[config.mk]
export PLATFORM = sky130hd
export DESIGN_NAME = uhsc_host_state
export DESIGN_NICKNAME = d
export VERILOG_FILES = /design/src/uhsc_pkg.sv /design/src/uhsc_host_state.sv
export VERILOG_INCLUDE_DIRS = /design/src
export SDC_FILE = /design/constraint.sdc
export NUM_CORES = 1
export LEC_CHECK = 0
export BUFFER_PORTS_ARGS = -buffer_cell sky130_fd_sc_hd__buf_4
export CAP_MARGIN = 15
export CORE_AREA = 4 4 134 162
export CTS_BUF_LIST = sky130_fd_sc_hd__clkbuf_4 sky130_fd_sc_hd__clkbuf_8 sky130_fd_sc_hd__clkbuf_16
export DETAILED_ROUTE_END_ITERATION = 16
export DIE_AREA = 0 0 138 166
export GPL_TIMING_DRIVEN = 0
export PLACE_DENSITY = 0.53
export SLEW_MARGIN = 20
export SYNTH_ARGS = -nofsm -noshare
export SYNTH_HDL_FRONTEND = slang
export SYNTH_SLANG_ARGS = --single-unit
export TNS_END_PERCENT = 10
[constraint.sdc]
create_clock -name clk -period 2.85 [get_ports clk]
set_clock_uncertainty 0.05 [all_clocks]
set_input_delay 0.855 -clock clk [delete_from_list [all_inputs] [get_ports clk]]
set_output_delay 0.855 -clock clk [all_outputs]
set_load 0.05 [all_outputs]
[src/uhsc_map.svh]
// Command codes, field positions, reset values and timing figures of the host state block.
`ifndef UHSC_MAP_SVH
`define UHSC_MAP_SVH

`define UHSC_CODE_CTRL_RD 8'h01
`define UHSC_CODE_CTRL_WR 8'h81
`define UHSC_CODE_CMDSTAT_RD 8'h02
`define UHSC_CODE_CMDSTAT_WR 8'h82
`define UHSC_CODE_EVSTAT_RD 8'h03
`define UHSC_CODE_EVSTAT_WR 8'h83

`define UHSC_CTRL_FS_LSB 6
`define UHSC_CTRL_FS_MSB 7
`define UHSC_CMD_SOFT_RESET_BIT 0
`define UHSC_CMD_OVR_CNT_LSB 16
`define UHSC_CMD_OVR_CNT_MSB 17
`define UHSC_EV_OVERRUN_BIT 0
`define UHSC_EV_FRAME_START_BIT 2

`define UHSC_OVR_CNT_RESET 2'h0
`define UHSC_RD_IDLE 32'h0000_0000

`define UHSC_CLK_MHZ 100
`define UHSC_SOF_DELAY_US 1000
`define UHSC_FRAME_US 1000
`define UHSC_SOFT_RESET_US 10
`define UHSC_SOFT_RESET_LIMIT_US 10000
`define UHSC_PORT_RESET_US 10
`define UHSC_SOF_DELAY_CYCLES (`UHSC_SOF_DELAY_US * `UHSC_CLK_MHZ)
`define UHSC_FRAME_CYCLES (`UHSC_FRAME_US * `UHSC_CLK_MHZ)
`define UHSC_SOFT_RESET_CYCLES (`UHSC_SOFT_RESET_US * `UHSC_CLK_MHZ)
`define UHSC_SOFT_RESET_LIMIT_CYCLES (`UHSC_SOFT_RESET_LIMIT_US * `UHSC_CLK_MHZ)
`define UHSC_PORT_RESET_CYCLES (`UHSC_PORT_RESET_US * `UHSC_CLK_MHZ)

`endif

[src/uhsc_pkg.sv]
// Types shared by the host state block.
package uhsc_pkg;

    // Default encoding order gives 00 reset, 01 resume, 10 operational, 11 suspend.
    typedef enum logic [1:0] {
        UHSC_FS_RESET,
        UHSC_FS_RESUME,
        UHSC_FS_OPER,
        UHSC_FS_SUSPEND
    } uhsc_fstate_t;

    typedef enum logic [1:0] {
        UHSC_SOF_IDLE,
        UHSC_SOF_WAIT,
        UHSC_SOF_RUN
    } uhsc_sof_t;

endpackage : uhsc_pkg

[src/uhsc_host_state.sv]
// Host controller functional state, command/status register and frame start logic.
`timescale 1ns/1ps
`include "uhsc_map.svh"

// Functional notes
// - Entering operational from another state starts frame packets one millisecond later.
// - Frame start flag is set when each frame start packet is emitted.
// - Hardware changes the functional state only while it is suspend.
// - While suspended, downstream resume signaling moves the state to resume.
// - Hardware reset places the functional state in reset; software reset places it in suspend.
// - Hardware reset also resets the root hub and signals downstream port reset at the same time; port reset is held longer.
// - Command/status writes act only on bit 0: a one there sets it, zeros leave it unchanged.
// - All command/status bits read normally without side effects.
// - Command/status is read with code 02 and written with code 82.
// - Unfinished periodic list at frame end is a scheduling overrun.
// - Each overrun increments the counter and sets the overrun flag.
// - Overrun counter is read-only, bits 17 to 16, one step per overrun.
// - Overrun counter resets to zero and wraps from three to zero.
// - Counter increments even when the overrun flag is already set.
// - Overrun flag is event status bit 0, cleared by writing one or by a software or hardware reset.
// - Writing one to command bit 0 starts a software reset.
// - Software reset moves to suspend and clears the operational registers.
// - Reset command bit clears when software reset ends, within ten milliseconds.
// - Software reset leaves the root hub and downstream port reset alone.
module uhsc_host_state #(
    parameter int unsigned SOF_DELAY_CYCLES = `UHSC_SOF_DELAY_CYCLES,
    parameter int unsigned FRAME_CYCLES = `UHSC_FRAME_CYCLES,
    parameter int unsigned SOFT_RESET_CYCLES = `UHSC_SOFT_RESET_CYCLES,
    parameter int unsigned PORT_RESET_CYCLES = `UHSC_PORT_RESET_CYCLES
) (
    input wire logic clk,
    input wire logic rst,
    input wire logic cmd_rd,
    input wire logic cmd_wr,
    input wire logic [7:0] cmd_code,
    input wire logic [31:0] cmd_wdata,
    output logic [31:0] cmd_rdata,
    output logic cmd_rvalid,
    input wire logic resume_pin,
    input wire logic periodic_busy,
    output logic [1:0] functional_state_field,
    output logic sof_pulse,
    output logic frame_end_pulse,
    output logic soft_reset_busy,
    output logic root_hub_reset,
    output logic port_reset
);

    localparam int CW = 32;

    if (SOF_DELAY_CYCLES < 1 || FRAME_CYCLES < 2 || SOFT_RESET_CYCLES < 1 || PORT_RESET_CYCLES < 1
        || SOFT_RESET_CYCLES > `UHSC_SOFT_RESET_LIMIT_CYCLES) begin : g_bad_timing
        $error("uhsc_host_state: timing counts out of range");
    end

    function automatic logic [CW-1:0] uhsc_dec(input logic [CW-1:0] v);
        uhsc_dec = (v == '0) ? '0 : v - 32'h0000_0001;
    endfunction : uhsc_dec

    function automatic logic [CW-1:0] uhsc_load(input int unsigned n);
        uhsc_load = CW'(n - 1);
    endfunction : uhsc_load

    ////////////////////////////////////////////////////////////////////////////////
    // Resume pin synchroniser and edge detect.

    logic resume_meta_q;
    logic resume_sync_q;
    logic resume_prev_q;
    logic resume_meta_d;
    logic resume_sync_d;
    logic resume_prev_d;
    logic resume_rise;

    always_comb begin
        resume_meta_d = resume_pin;
        resume_sync_d = resume_meta_q;
        resume_prev_d = resume_sync_q;
        resume_rise = resume_sync_q & ~resume_prev_q;
    end

    always_ff @(posedge clk) begin
        if (rst) begin
            resume_meta_q <= 1'b0;
            resume_sync_q <= 1'b0;
            resume_prev_q <= 1'b0;
        end else begin
            resume_meta_q <= resume_meta_d;
            resume_sync_q <= resume_sync_d;
            resume_prev_q <= resume_prev_d;
        end
    end

    ////////////////////////////////////////////////////////////////////////////////
    // Command decode.

    logic wr_ctrl;
    logic wr_cmdstat;
    logic wr_evstat;

    always_comb begin
        wr_ctrl = cmd_wr && (cmd_code == `UHSC_CODE_CTRL_WR);
        wr_cmdstat = cmd_wr && (cmd_code == `UHSC_CODE_CMDSTAT_WR);
        wr_evstat = cmd_wr && (cmd_code == `UHSC_CODE_EVSTAT_WR);
    end

    ////////////////////////////////////////////////////////////////////////////////
    // Software reset sequencer.

    logic srst_q;
    logic srst_d;
    logic [CW-1:0] srst_cnt_q;
    logic [CW-1:0] srst_cnt_d;
    logic srst_start;
    logic srst_done;

    always_comb begin
        srst_start = wr_cmdstat && cmd_wdata[`UHSC_CMD_SOFT_RESET_BIT] && !srst_q;
        srst_done = srst_q && (srst_cnt_q == '0);
        srst_d = srst_q;
        srst_cnt_d = srst_cnt_q;
        if (srst_start) begin
            srst_d = 1'b1;
            srst_cnt_d = uhsc_load(SOFT_RESET_CYCLES);
        end else if (srst_done) begin
            srst_d = 1'b0;
        end else if (srst_q) begin
            srst_cnt_d = uhsc_dec(srst_cnt_q);
        end
    end

    always_ff @(posedge clk) begin
        if (rst) begin
            srst_q <= 1'b0;
            srst_cnt_q <= '0;
        end else begin
            srst_q <= srst_d;
            srst_cnt_q <= srst_cnt_d;
        end
    end

    ////////////////////////////////////////////////////////////////////////////////
    // Functional state.

    uhsc_pkg::uhsc_fstate_t fs_q;
    uhsc_pkg::uhsc_fstate_t fs_d;
    logic fs_enter_oper;

    always_comb begin
        fs_d = fs_q;
        if (srst_start) begin
            fs_d = uhsc_pkg::UHSC_FS_SUSPEND;
        end else if (wr_ctrl && !srst_q) begin
            fs_d = uhsc_pkg::uhsc_fstate_t'(cmd_wdata[`UHSC_CTRL_FS_MSB:`UHSC_CTRL_FS_LSB]);
        end else if (fs_q == uhsc_pkg::UHSC_FS_SUSPEND && resume_rise) begin
            fs_d = uhsc_pkg::UHSC_FS_RESUME;
        end
        fs_enter_oper = (fs_d == uhsc_pkg::UHSC_FS_OPER) && (fs_q != uhsc_pkg::UHSC_FS_OPER);
    end

    always_ff @(posedge clk) begin
        if (rst) begin
            fs_q <= uhsc_pkg::UHSC_FS_RESET;
        end else begin
            fs_q <= fs_d;
        end
    end

    ////////////////////////////////////////////////////////////////////////////////
    // Frame timing: one millisecond wait, then one start packet per frame.

    uhsc_pkg::uhsc_sof_t sof_st_q;
    uhsc_pkg::uhsc_sof_t sof_st_d;
    logic [CW-1:0] sof_cnt_q;
    logic [CW-1:0] sof_cnt_d;
    logic sof_pulse_q;
    logic sof_pulse_d;
    logic frame_end_q;
    logic frame_end_d;

    always_comb begin
        sof_st_d = sof_st_q;
        sof_cnt_d = uhsc_dec(sof_cnt_q);
        sof_pulse_d = 1'b0;
        frame_end_d = 1'b0;
        if (srst_start || srst_q || fs_d != uhsc_pkg::UHSC_FS_OPER) begin
            // Leaving operational stops frames at once; no partial frame is closed.
            sof_st_d = uhsc_pkg::UHSC_SOF_IDLE;
            sof_cnt_d = '0;
        end else if (fs_enter_oper) begin
            sof_st_d = uhsc_pkg::UHSC_SOF_WAIT;
            sof_cnt_d = uhsc_load(SOF_DELAY_CYCLES);
        end else begin
            unique case (sof_st_q)
                uhsc_pkg::UHSC_SOF_IDLE: begin
                    sof_cnt_d = '0;
                end
                uhsc_pkg::UHSC_SOF_WAIT: begin
                    if (sof_cnt_q == '0) begin
                        sof_st_d = uhsc_pkg::UHSC_SOF_RUN;
                        sof_pulse_d = 1'b1;
                        sof_cnt_d = uhsc_load(FRAME_CYCLES);
                    end
                end
                uhsc_pkg::UHSC_SOF_RUN: begin
                    if (sof_cnt_q == '0) begin
                        frame_end_d = 1'b1;
                        sof_pulse_d = 1'b1;
                        sof_cnt_d = uhsc_load(FRAME_CYCLES);
                    end
                end
                default: begin
                    sof_st_d = uhsc_pkg::UHSC_SOF_IDLE;
                end
            endcase
        end
    end

    always_ff @(posedge clk) begin
        if (rst) begin
            sof_st_q <= uhsc_pkg::UHSC_SOF_IDLE;
            sof_cnt_q <= '0;
            sof_pulse_q <= 1'b0;
            frame_end_q <= 1'b0;
        end else begin
            sof_st_q <= sof_st_d;
            sof_cnt_q <= sof_cnt_d;
            sof_pulse_q <= sof_pulse_d;
            frame_end_q <= frame_end_d;
        end
    end

    ////////////////////////////////////////////////////////////////////////////////
    // Overrun counter and event status flags.

    logic overrun;
    logic [1:0] ovr_cnt_q;
    logic [1:0] ovr_cnt_d;
    logic ev_ovr_q;
    logic ev_ovr_d;
    logic ev_sof_q;
    logic ev_sof_d;

    always_comb begin
        // Sampled in the cycle the frame closes, alongside the next start packet.
        overrun = frame_end_d && periodic_busy;
        ovr_cnt_d = ovr_cnt_q;
        ev_ovr_d = ev_ovr_q;
        ev_sof_d = ev_sof_q;
        if (wr_evstat && cmd_wdata[`UHSC_EV_OVERRUN_BIT]) begin
            ev_ovr_d = 1'b0;
        end
        if (wr_evstat && cmd_wdata[`UHSC_EV_FRAME_START_BIT]) begin
            ev_sof_d = 1'b0;
        end
        if (overrun) begin
            ovr_cnt_d = ovr_cnt_q + 2'h1;
            ev_ovr_d = 1'b1;
        end
        if (sof_pulse_d) begin
            ev_sof_d = 1'b1;
        end
        if (srst_start || srst_q) begin
            ovr_cnt_d = `UHSC_OVR_CNT_RESET;
            ev_ovr_d = 1'b0;
            ev_sof_d = 1'b0;
        end
    end

    always_ff @(posedge clk) begin
        if (rst) begin
            ovr_cnt_q <= `UHSC_OVR_CNT_RESET;
            ev_ovr_q <= 1'b0;
            ev_sof_q <= 1'b0;
        end else begin
            ovr_cnt_q <= ovr_cnt_d;
            ev_ovr_q <= ev_ovr_d;
            ev_sof_q <= ev_sof_d;
        end
    end

    ////////////////////////////////////////////////////////////////////////////////
    // Root hub and downstream port reset after a hardware reset only.

    logic [CW-1:0] prst_cnt_q;
    logic [CW-1:0] prst_cnt_d;
    logic port_reset_q;
    logic port_reset_d;
    logic hub_reset_q;
    logic hub_reset_d;

    always_comb begin
        // Only the hardware reset loads these; the soft reset path never reaches them.
        hub_reset_d = 1'b0;
        port_reset_d = port_reset_q;
        prst_cnt_d = uhsc_dec(prst_cnt_q);
        if (port_reset_q && prst_cnt_q == '0) begin
            port_reset_d = 1'b0;
        end
    end

    always_ff @(posedge clk) begin
        if (rst) begin
            hub_reset_q <= 1'b1;
            port_reset_q <= 1'b1;
            prst_cnt_q <= uhsc_load(PORT_RESET_CYCLES);
        end else begin
            hub_reset_q <= hub_reset_d;
            port_reset_q <= port_reset_d;
            prst_cnt_q <= prst_cnt_d;
        end
    end

    ////////////////////////////////////////////////////////////////////////////////
    // Read path.

    logic [31:0] rdata_q;
    logic [31:0] rdata_d;
    logic rvalid_q;
    logic rvalid_d;

    always_comb begin
        rdata_d = rdata_q;
        rvalid_d = cmd_rd;
        if (cmd_rd) begin
            rdata_d = `UHSC_RD_IDLE;
            unique case (cmd_code)
                `UHSC_CODE_CTRL_RD: begin
                    rdata_d[`UHSC_CTRL_FS_MSB:`UHSC_CTRL_FS_LSB] = fs_q;
                end
                `UHSC_CODE_CMDSTAT_RD: begin
                    rdata_d[`UHSC_CMD_OVR_CNT_MSB:`UHSC_CMD_OVR_CNT_LSB] = ovr_cnt_q;
                    rdata_d[`UHSC_CMD_SOFT_RESET_BIT] = srst_q;
                end
                `UHSC_CODE_EVSTAT_RD: begin
                    rdata_d[`UHSC_EV_OVERRUN_BIT] = ev_ovr_q;
                    rdata_d[`UHSC_EV_FRAME_START_BIT] = ev_sof_q;
                end
                default: begin
                    rdata_d = `UHSC_RD_IDLE;
                end
            endcase
        end
    end

    always_ff @(posedge clk) begin
        if (rst) begin
            rdata_q <= `UHSC_RD_IDLE;
            rvalid_q <= 1'b0;
        end else begin
            rdata_q <= rdata_d;
            rvalid_q <= rvalid_d;
        end
    end

    always_comb begin
        cmd_rdata = rdata_q;
        cmd_rvalid = rvalid_q;
        functional_state_field = fs_q;
        sof_pulse = sof_pulse_q;
        frame_end_pulse = frame_end_q;
        soft_reset_busy = srst_q;
        root_hub_reset = hub_reset_q;
        port_reset = port_reset_q;
    end

endmodule : uhsc_host_state

==> flow_summary.json, run 1 <==
{
  "p_total_mw": 4.10,
  "ys_seq_elements": 119,
  "min_from": "resume_meta_q",
  "start_kind": "input port",
  "grt_util_all_layers": 0.120,
  "core_um2": 20100,
  "vdd_drop_max_v": 0.000462,
  "gr-total-overflow": 0,
  "period_needed_ns": 2.79,
  "avgSynthCellArea_um2": 8.74,
  "hold_violations": 0,
  "grt_pass1_vias": 4688,
  "n_fill_cell": 2100,
  "synth_area_leaders": "dfxtp_1 40%, xor2_1 5.5%, nor2_1 5.0%, xnor2_1 4.3%, nor3_1 4.0%",
  "cellPowerDensity_nw_per_um2": 565,
  "clock_path_buffers": 2,
  "antenna_found_initial": 0,
  "fmax_mhz": 358,
  "synth_edf_count": 0,
  "first_iter_violations": 228,
  "synth_ff_type": "dfxtp_1",
  "fin_util": 0.361,
  "start_util": 0.295,
  "yosysTopAreaCell": "dfxtp_1",
  "io_pins": 86,
  "cts_setup_buffers": 0,
  "syn_inst": 679,
  "chipHeight_um": 166,
  "setup_viol": 0,
  "syn_area_um2": 5930,
  "outcome": "completed",
  "nNetsFinal": 808,
  "leakagePower_nw": 2.92,
  "synthTopCellsByCount": "119 x dfxtp_1, 79 x nor2_1, 48 x nor3_1",
  "seq_power_share": 0.409,
  "drc_errors": 0,
  "wl_met3_um": 400,
  "combPwrFrac": 0.047,
  "fin_ws_ns": 0.0588,
  "hold_class": "reg -> reg",
  "synth.distinct_cells": 62,
  "p_sw_mw": 0.878,
  "dieArea_um2": 22900,
  "clock_sinks": 119,
  "slew-limit-headroom": 0.330,
  "route.met2.wl_um": 6590,
  "crit_required_ns": 3.07,
  "numCtsBuffers": 17,
  "synth.most_common_cell": "dfxtp_1",
  "cts_tree": "yes",
  "worst_r2r_startpoint": "sof_cnt_q[7]",
  "fin_setup_tns_ns": 0,
  "crit_type": "in -> reg",
  "clk_latency_ns": 0.41,
  "tightest_slew_ns": 0.997,
  "grt_max_degree": 17,
  "ant_nets": 0,
  "p_int_mw": 3.22,
  "yosysSeqAreaShare": 0.402,
  "cp_max_fo": 10,
  "grt_pass1_wl_um": 22900,
  "post-place-ws_ns": -0.582,
  "rsz0062_at_grt": "no",
  "p_clk_frac": 0.544,
  "portBuffers": 31,
  "first_pass_iters": 4,
  "wirelength_um": 13700,
  "rows": 57,
  "ys_warn_count": 0,
  "drive_above_1_share": 0.157,
  "multiInputGateArea_um2": 3270,
  "antennaDiodeCount": 0,
  "maxSlewViolCount": 0,
  "netlist.area_leader.share": 0.402,
  "ctsRootBufferMaster": "clkbuf_16",
  "swShare": 0.214,
  "timing.hold.ws_ns": 0.395,
  "ff_latch_area_um2": 2380,
  "crit_start": "cmd_code[1]",
  "area_growth_pct": 22.3,
  "synthArstFlopShare": 0,
  "via_per_inst": 4.73,
  "end_kind": "register",
  "arrival_ns": 3.01,
  "num_vias": 4871,
  "routedWlPerCell_um": 13.3,
  "min_period_over_period": 0.979,
  "place.gp.congestion": 0.768,
  "htree_levels": 4,
  "drv_cap": 0,
  "path_clk_slew_ns": 0.05,
  "drt-met1-wl_um": 6450,
  "maxUsedRoutingLayer": "met4",
  "dp_hpwl_um": 9760,
  "die_width_um": 138
}
timing repair:
item                                    in CTS  in global routing
resized for setup                            3                 10
hold buffers                                 0                  0
endpoints found under the setup margin      21                 50
hold endpoints to repair                     0                  0
registers in the layout (all words and copies together), names as in the netlist, 2 cells and up:
signal / count
cmd_rdata: 6
functional_state_field: 2
prst_cnt_q: 32
srst_cnt_q: 32
ovr_cnt_q: 2
sof_st_q: 2
sof_cnt_q: 32
final cells by class:
cell class / instances / share of cell area
multi-input combinational: 506 / 0.450
sequential: 119 / 0.328
clock buffer: 23 / 0.0691
buffer: 60 / 0.0488
tap: 265 / 0.0457
timing repair buffer: 31 / 0.0321
clock inverter: 8 / 0.0164
inverter: 18 / 0.00931
cell usage in the layout (no fill, tap or decap), types with 5 or more instances in the layout:
master | Yosys | layout
dfxtp_1 | 119 | 119
nor2_1 | 79 | 79
buf_4 | 26 | 57
nor3_1 | 48 | 46
xor2_1 | 37 | 37
xnor2_1 | 29 | 29
a21oi_1 | 27 | 27
conb_1 | 1 | 26
nand2_1 | 24 | 24
clkbuf_1 | 26 | 23
or4_1 | 20 | 20
inv_1 | 18 | 18
nand4_1 | 18 | 18
nor4_1 | 19 | 17
or3_1 | 17 | 17
clkbuf_16 | 0 | 17
o31ai_1 | 13 | 13
nand3_1 | 12 | 12
o21ai_0 | 12 | 12
o21bai_1 | 9 | 9
ha_1 | 9 | 9
a211oi_1 | 7 | 7
nor2b_1 | 7 | 6
a31oi_1 | 6 | 6
nand4b_1 | 6 | 6
buf_2 | 7 | 5
and3_1 | 5 | 5
nand3b_1 | 5 | 5
a22oi_1 | 5 | 5
clkbuf_8 | 0 | 5
per-stage QoR:
stage / cell area [um2] / std cells
final: 7260 / 1030
after global routing: 7260 / 1030
after CTS: 7220 / 1031
after detailed placement: 6590 / 1000
after global placement: 6590 / 1000
after floorplan: 6030 / 704
power groups by stage:
stage | Clock (mW) | Combinational, mW | Sequential, mW
2_1_floorplan | 0 | 0.144 | 1.72
3_3_place_gp | 0 | 0.191 | 1.71
3_5_place_dp | 0 | 0.191 | 1.71
4_1_cts | 2.29 | 0.192 | 1.68
5_1_grt | 2.35 | 0.207 | 1.68
6_report | 2.23 | 0.192 | 1.68
logic make-up after synthesis:
kind of cell               Yosys count  share of synthesized area
buffers and inverters               79                     0.0704
and+or+nand+nor                    291                      0.272
adders and majority gates            9                     0.0190
other                                1                   0.000632
xor gates and xnor gates            66                     0.0974
muxes                                5                    0.00865
AOI/OAI and AO/OA                  109                      0.131
DFF                                119                      0.402
worst max-delay path, cell delays in order:
cell and delay, ns:
buf_4 0.12, or4b_1 0.61, nor3_1 0.27, mux2_2 0.45, o211ai_1 0.14, clkbuf_1 0.43, a21oi_1 0.14
path summary, 6_finish.rpt:
check | end | slack [ns] | depth (start not counted)
max | sof_cnt_q[7] | 0.06 | 7
min | resume_prev_d | 0.39 | 1
max reg2reg | sof_cnt_q[25] | 0.23 | 7
min reg2reg | resume_prev_d | 0.39 | 1
metal layers:
metal / track usage / vias up
li1: - / 2559
met1: 0.148 / 2234
met2: 0.204 / 58
met3: 0.0294 / 20
met4: 0.0425 / 0
met5: 0 / -
Power figures use the tool's default switching activity.
==> inputs of run 2 (changes only) <==
--- a/config.mk
+++ b/config.mk
@@ -14,6 +14,7 @@
 export DIE_AREA = 0 0 138 166
 export GPL_TIMING_DRIVEN = 0
 export PLACE_DENSITY = 0.53
+export REMOVE_ABC_BUFFERS = 1
 export SLEW_MARGIN = 20
 export SYNTH_ARGS = -nofsm -noshare
 export SYNTH_HDL_FRONTEND = slang
==> run 2 against run 1 <==
Against the previous run:
- worst setup slack improved by 0.16 ns
- sequential share of layout area up 1.6 points
- register-to-register slack hardly changed
- sequential power about the same
- hold slack hardly changed
- critical path depth fell by 1
- clock power fell by 12%
- critical endpoint is now sof_st_q[0]
- largest cell class unchanged
==> flow_summary.json, run 2 (same netlist as run 1, synthesis figures left out) <==
{
  "outcome": "completed",
  "routedWlPerCell_um": 13.0,
  "fin_util": 0.344,
  "hold_violations": 0,
  "arrival_ns": 2.84,
  "hold_class": "reg -> reg",
  "core_um2": 20100,
  "min_from": "resume_meta_q",
  "clock_path_buffers": 2,
  "worstHoldEndpoint": "resume_prev_d",
  "placed_cell_area_um2": 6290,
  "crit_slowest_cell": "or4b_1",
  "grt.met3_usage": 0.0294,
  "min_period_over_period": 0.924,
  "wirelength_um": 12700,
  "drv_cap": 0,
  "slew-limit-headroom": 0.366,
  "end_kind": "register",
  "start_util": 0.295,
  "tightest_slew_ns": 0.946,
  "crit_type": "in -> reg",
  "busiest_layer": "met2",
  "period_needed_ns": 2.63,
  "rows": 57,
  "crit_required_ns": 3.05,
  "place.gp.congestion": 0.747,
  "antenna_found_initial": 0,
  "leakagePower_nw": 2.70,
  "chipHeight_um": 166,
  "gr-total-overflow": 0,
  "post-route-cell-area_um2": 6910,
  "num_vias": 4752,
  "maxSlewViolCount": 0,
  "worst_r2r_startpoint": "sof_cnt_q[6]",
  "dp_hpwl_um": 8680,
  "grt_pass1_vias": 4413,
  "first_iter_violations": 195,
  "cellPowerDensity_nw_per_um2": 549,
  "dieArea_um2": 22900,
  "fin_cells": 981,
  "portBuffers": 31,
  "timing.hold.ws_ns": 0.395,
  "layout_common_cells": "119 x dfxtp_1, 79 x nor2_1, 47 x nor3_1, 39 x buf_4, 37 x xor2_1",
  "cp_slowest_stage_delay_ns": 0.60,
  "fin_setup_tns_ns": 0,
  "nNetsFinal": 758,
  "cp_max_fo": 11,
  "cts_hold_buf": 0,
  "numCtsBuffers": 17,
  "multiInputGateArea_um2": 3270,
  "clock_sinks": 119,
  "via_per_inst": 4.84,
  "grt_max_degree": 39,
  "antennaDiodeCount": 0,
  "setup_viol": 0,
  "path_cells": "buf_4 > or4b_1 > nor3_1 > mux2_2 > o211ai_1 > a31oi_1",
  "mostFrequentLayoutCell": "dfxtp_1",
  "first_pass_iters": 4,
  "cts_tree": "yes",
  "ctsRootBufferMaster": "clkbuf_16",
  "reg_top3": "prst_cnt_q: 32 flops, sof_cnt_q: 32 flops, srst_cnt_q: 32 flops",
  "ff_latch_area_um2": 2380,
  "dp_cells": 942,
  "n_fill_cell": 2133,
  "vdd_drop_max_v": 0.000315,
  "io_pins": 86,
  "rr_worst_depth": 5,
  "clk_latency_ns": 0.42,
  "area_growth_pct": 16.5,
  "start_kind": "input port",
  "grt_pass1_wl_um": 21200,
  "rrSetupSlack_ns": 0.24,
  "fmax_mhz": 380,
  "met2_usage": 0.182,
  "grt_util_all_layers": 0.110,
  "htree_levels": 4,
  "whs_path_depth": 1,
  "path_clk_slew_ns": 0.05,
  "r2r_end": "ovr_cnt_q[0]",
  "ant_nets": 0,
  "drive_above_1_share": 0.133,
  "grt_util_met1": 0.138,
  "die_width_um": 138,
  "drc_errors": 0
}
## run 2: worst max-delay path by stage
| stage | from | endpoint | slack [ns] | cells past startpoint |
|---|---|---|---|---|
| after floorplan | cmd_code[1] | sof_cnt_q[23] | -0.09 | 5 |
| after global placement | cmd_code[1] | sof_cnt_q[23] | -0.97 | 6 |
| after detailed placement | cmd_code[1] | sof_cnt_q[23] | -0.49 | 7 |
| after CTS | cmd_code[1] | sof_cnt_q[23] | 0.03 | 7 |
| after global routing | sof_cnt_q[0] | ev_ovr_q | -0.003 | 7 |
| final | cmd_code[1] | sof_st_q[0] | 0.22 | 6 |
## run 2: repair_timing
| action | CTS | global route |
|---|---|---|
| resized for setup | 4 | 3 |
| pin swaps | 1 | 2 |
| setup buffers | 0 | 7 |
| endpoints found under the setup margin | 59 | 60 |
## run 2: layout make-up
class / instances / share of cell area
clock buffers: 19 / 0.0655
well taps: 265 / 0.0480
clock inverters: 13 / 0.0143
inverters: 18 / 0.00977
multi-input cells: 506 / 0.473
flip-flops and latches: 119 / 0.345
repair buffers: 41 / 0.0452
## run 2: where the power goes
group	switching (mW)	internal, mW	leakage [nW]
combinational	0.124	0.0327	1.47
clock	0.803	1.16	0.266
sequential	0.00583	1.67	0.960
## run 2: per-layer routing
layer	share of wire	wire, um
met1	0.47	6040
met2	0.48	6160
met3	0.029	374
met4	0.012	153
met5	0	0
## run 2: worst max-delay path: cells and delay by family
family	cells	cell delay [ns]
AO/OA/AOI/OAI	2	0.59
buffers and inverters	1	0.11
multiplexers	1	0.44
AND/OR/NAND/NOR	2	0.84
## run 2: metrics by stage
| step | total power [mW] | worst slack [ns] |
|---|---|---|
| floorplan | 1.82 | -0.0922 |
| global placement | 1.87 | -0.972 |
| detailed placement | 1.87 | -0.489 |
| CTS | 3.85 | 0.0317 |
| global route | 3.94 | -0.00313 |
| finish | 3.80 | 0.216 |
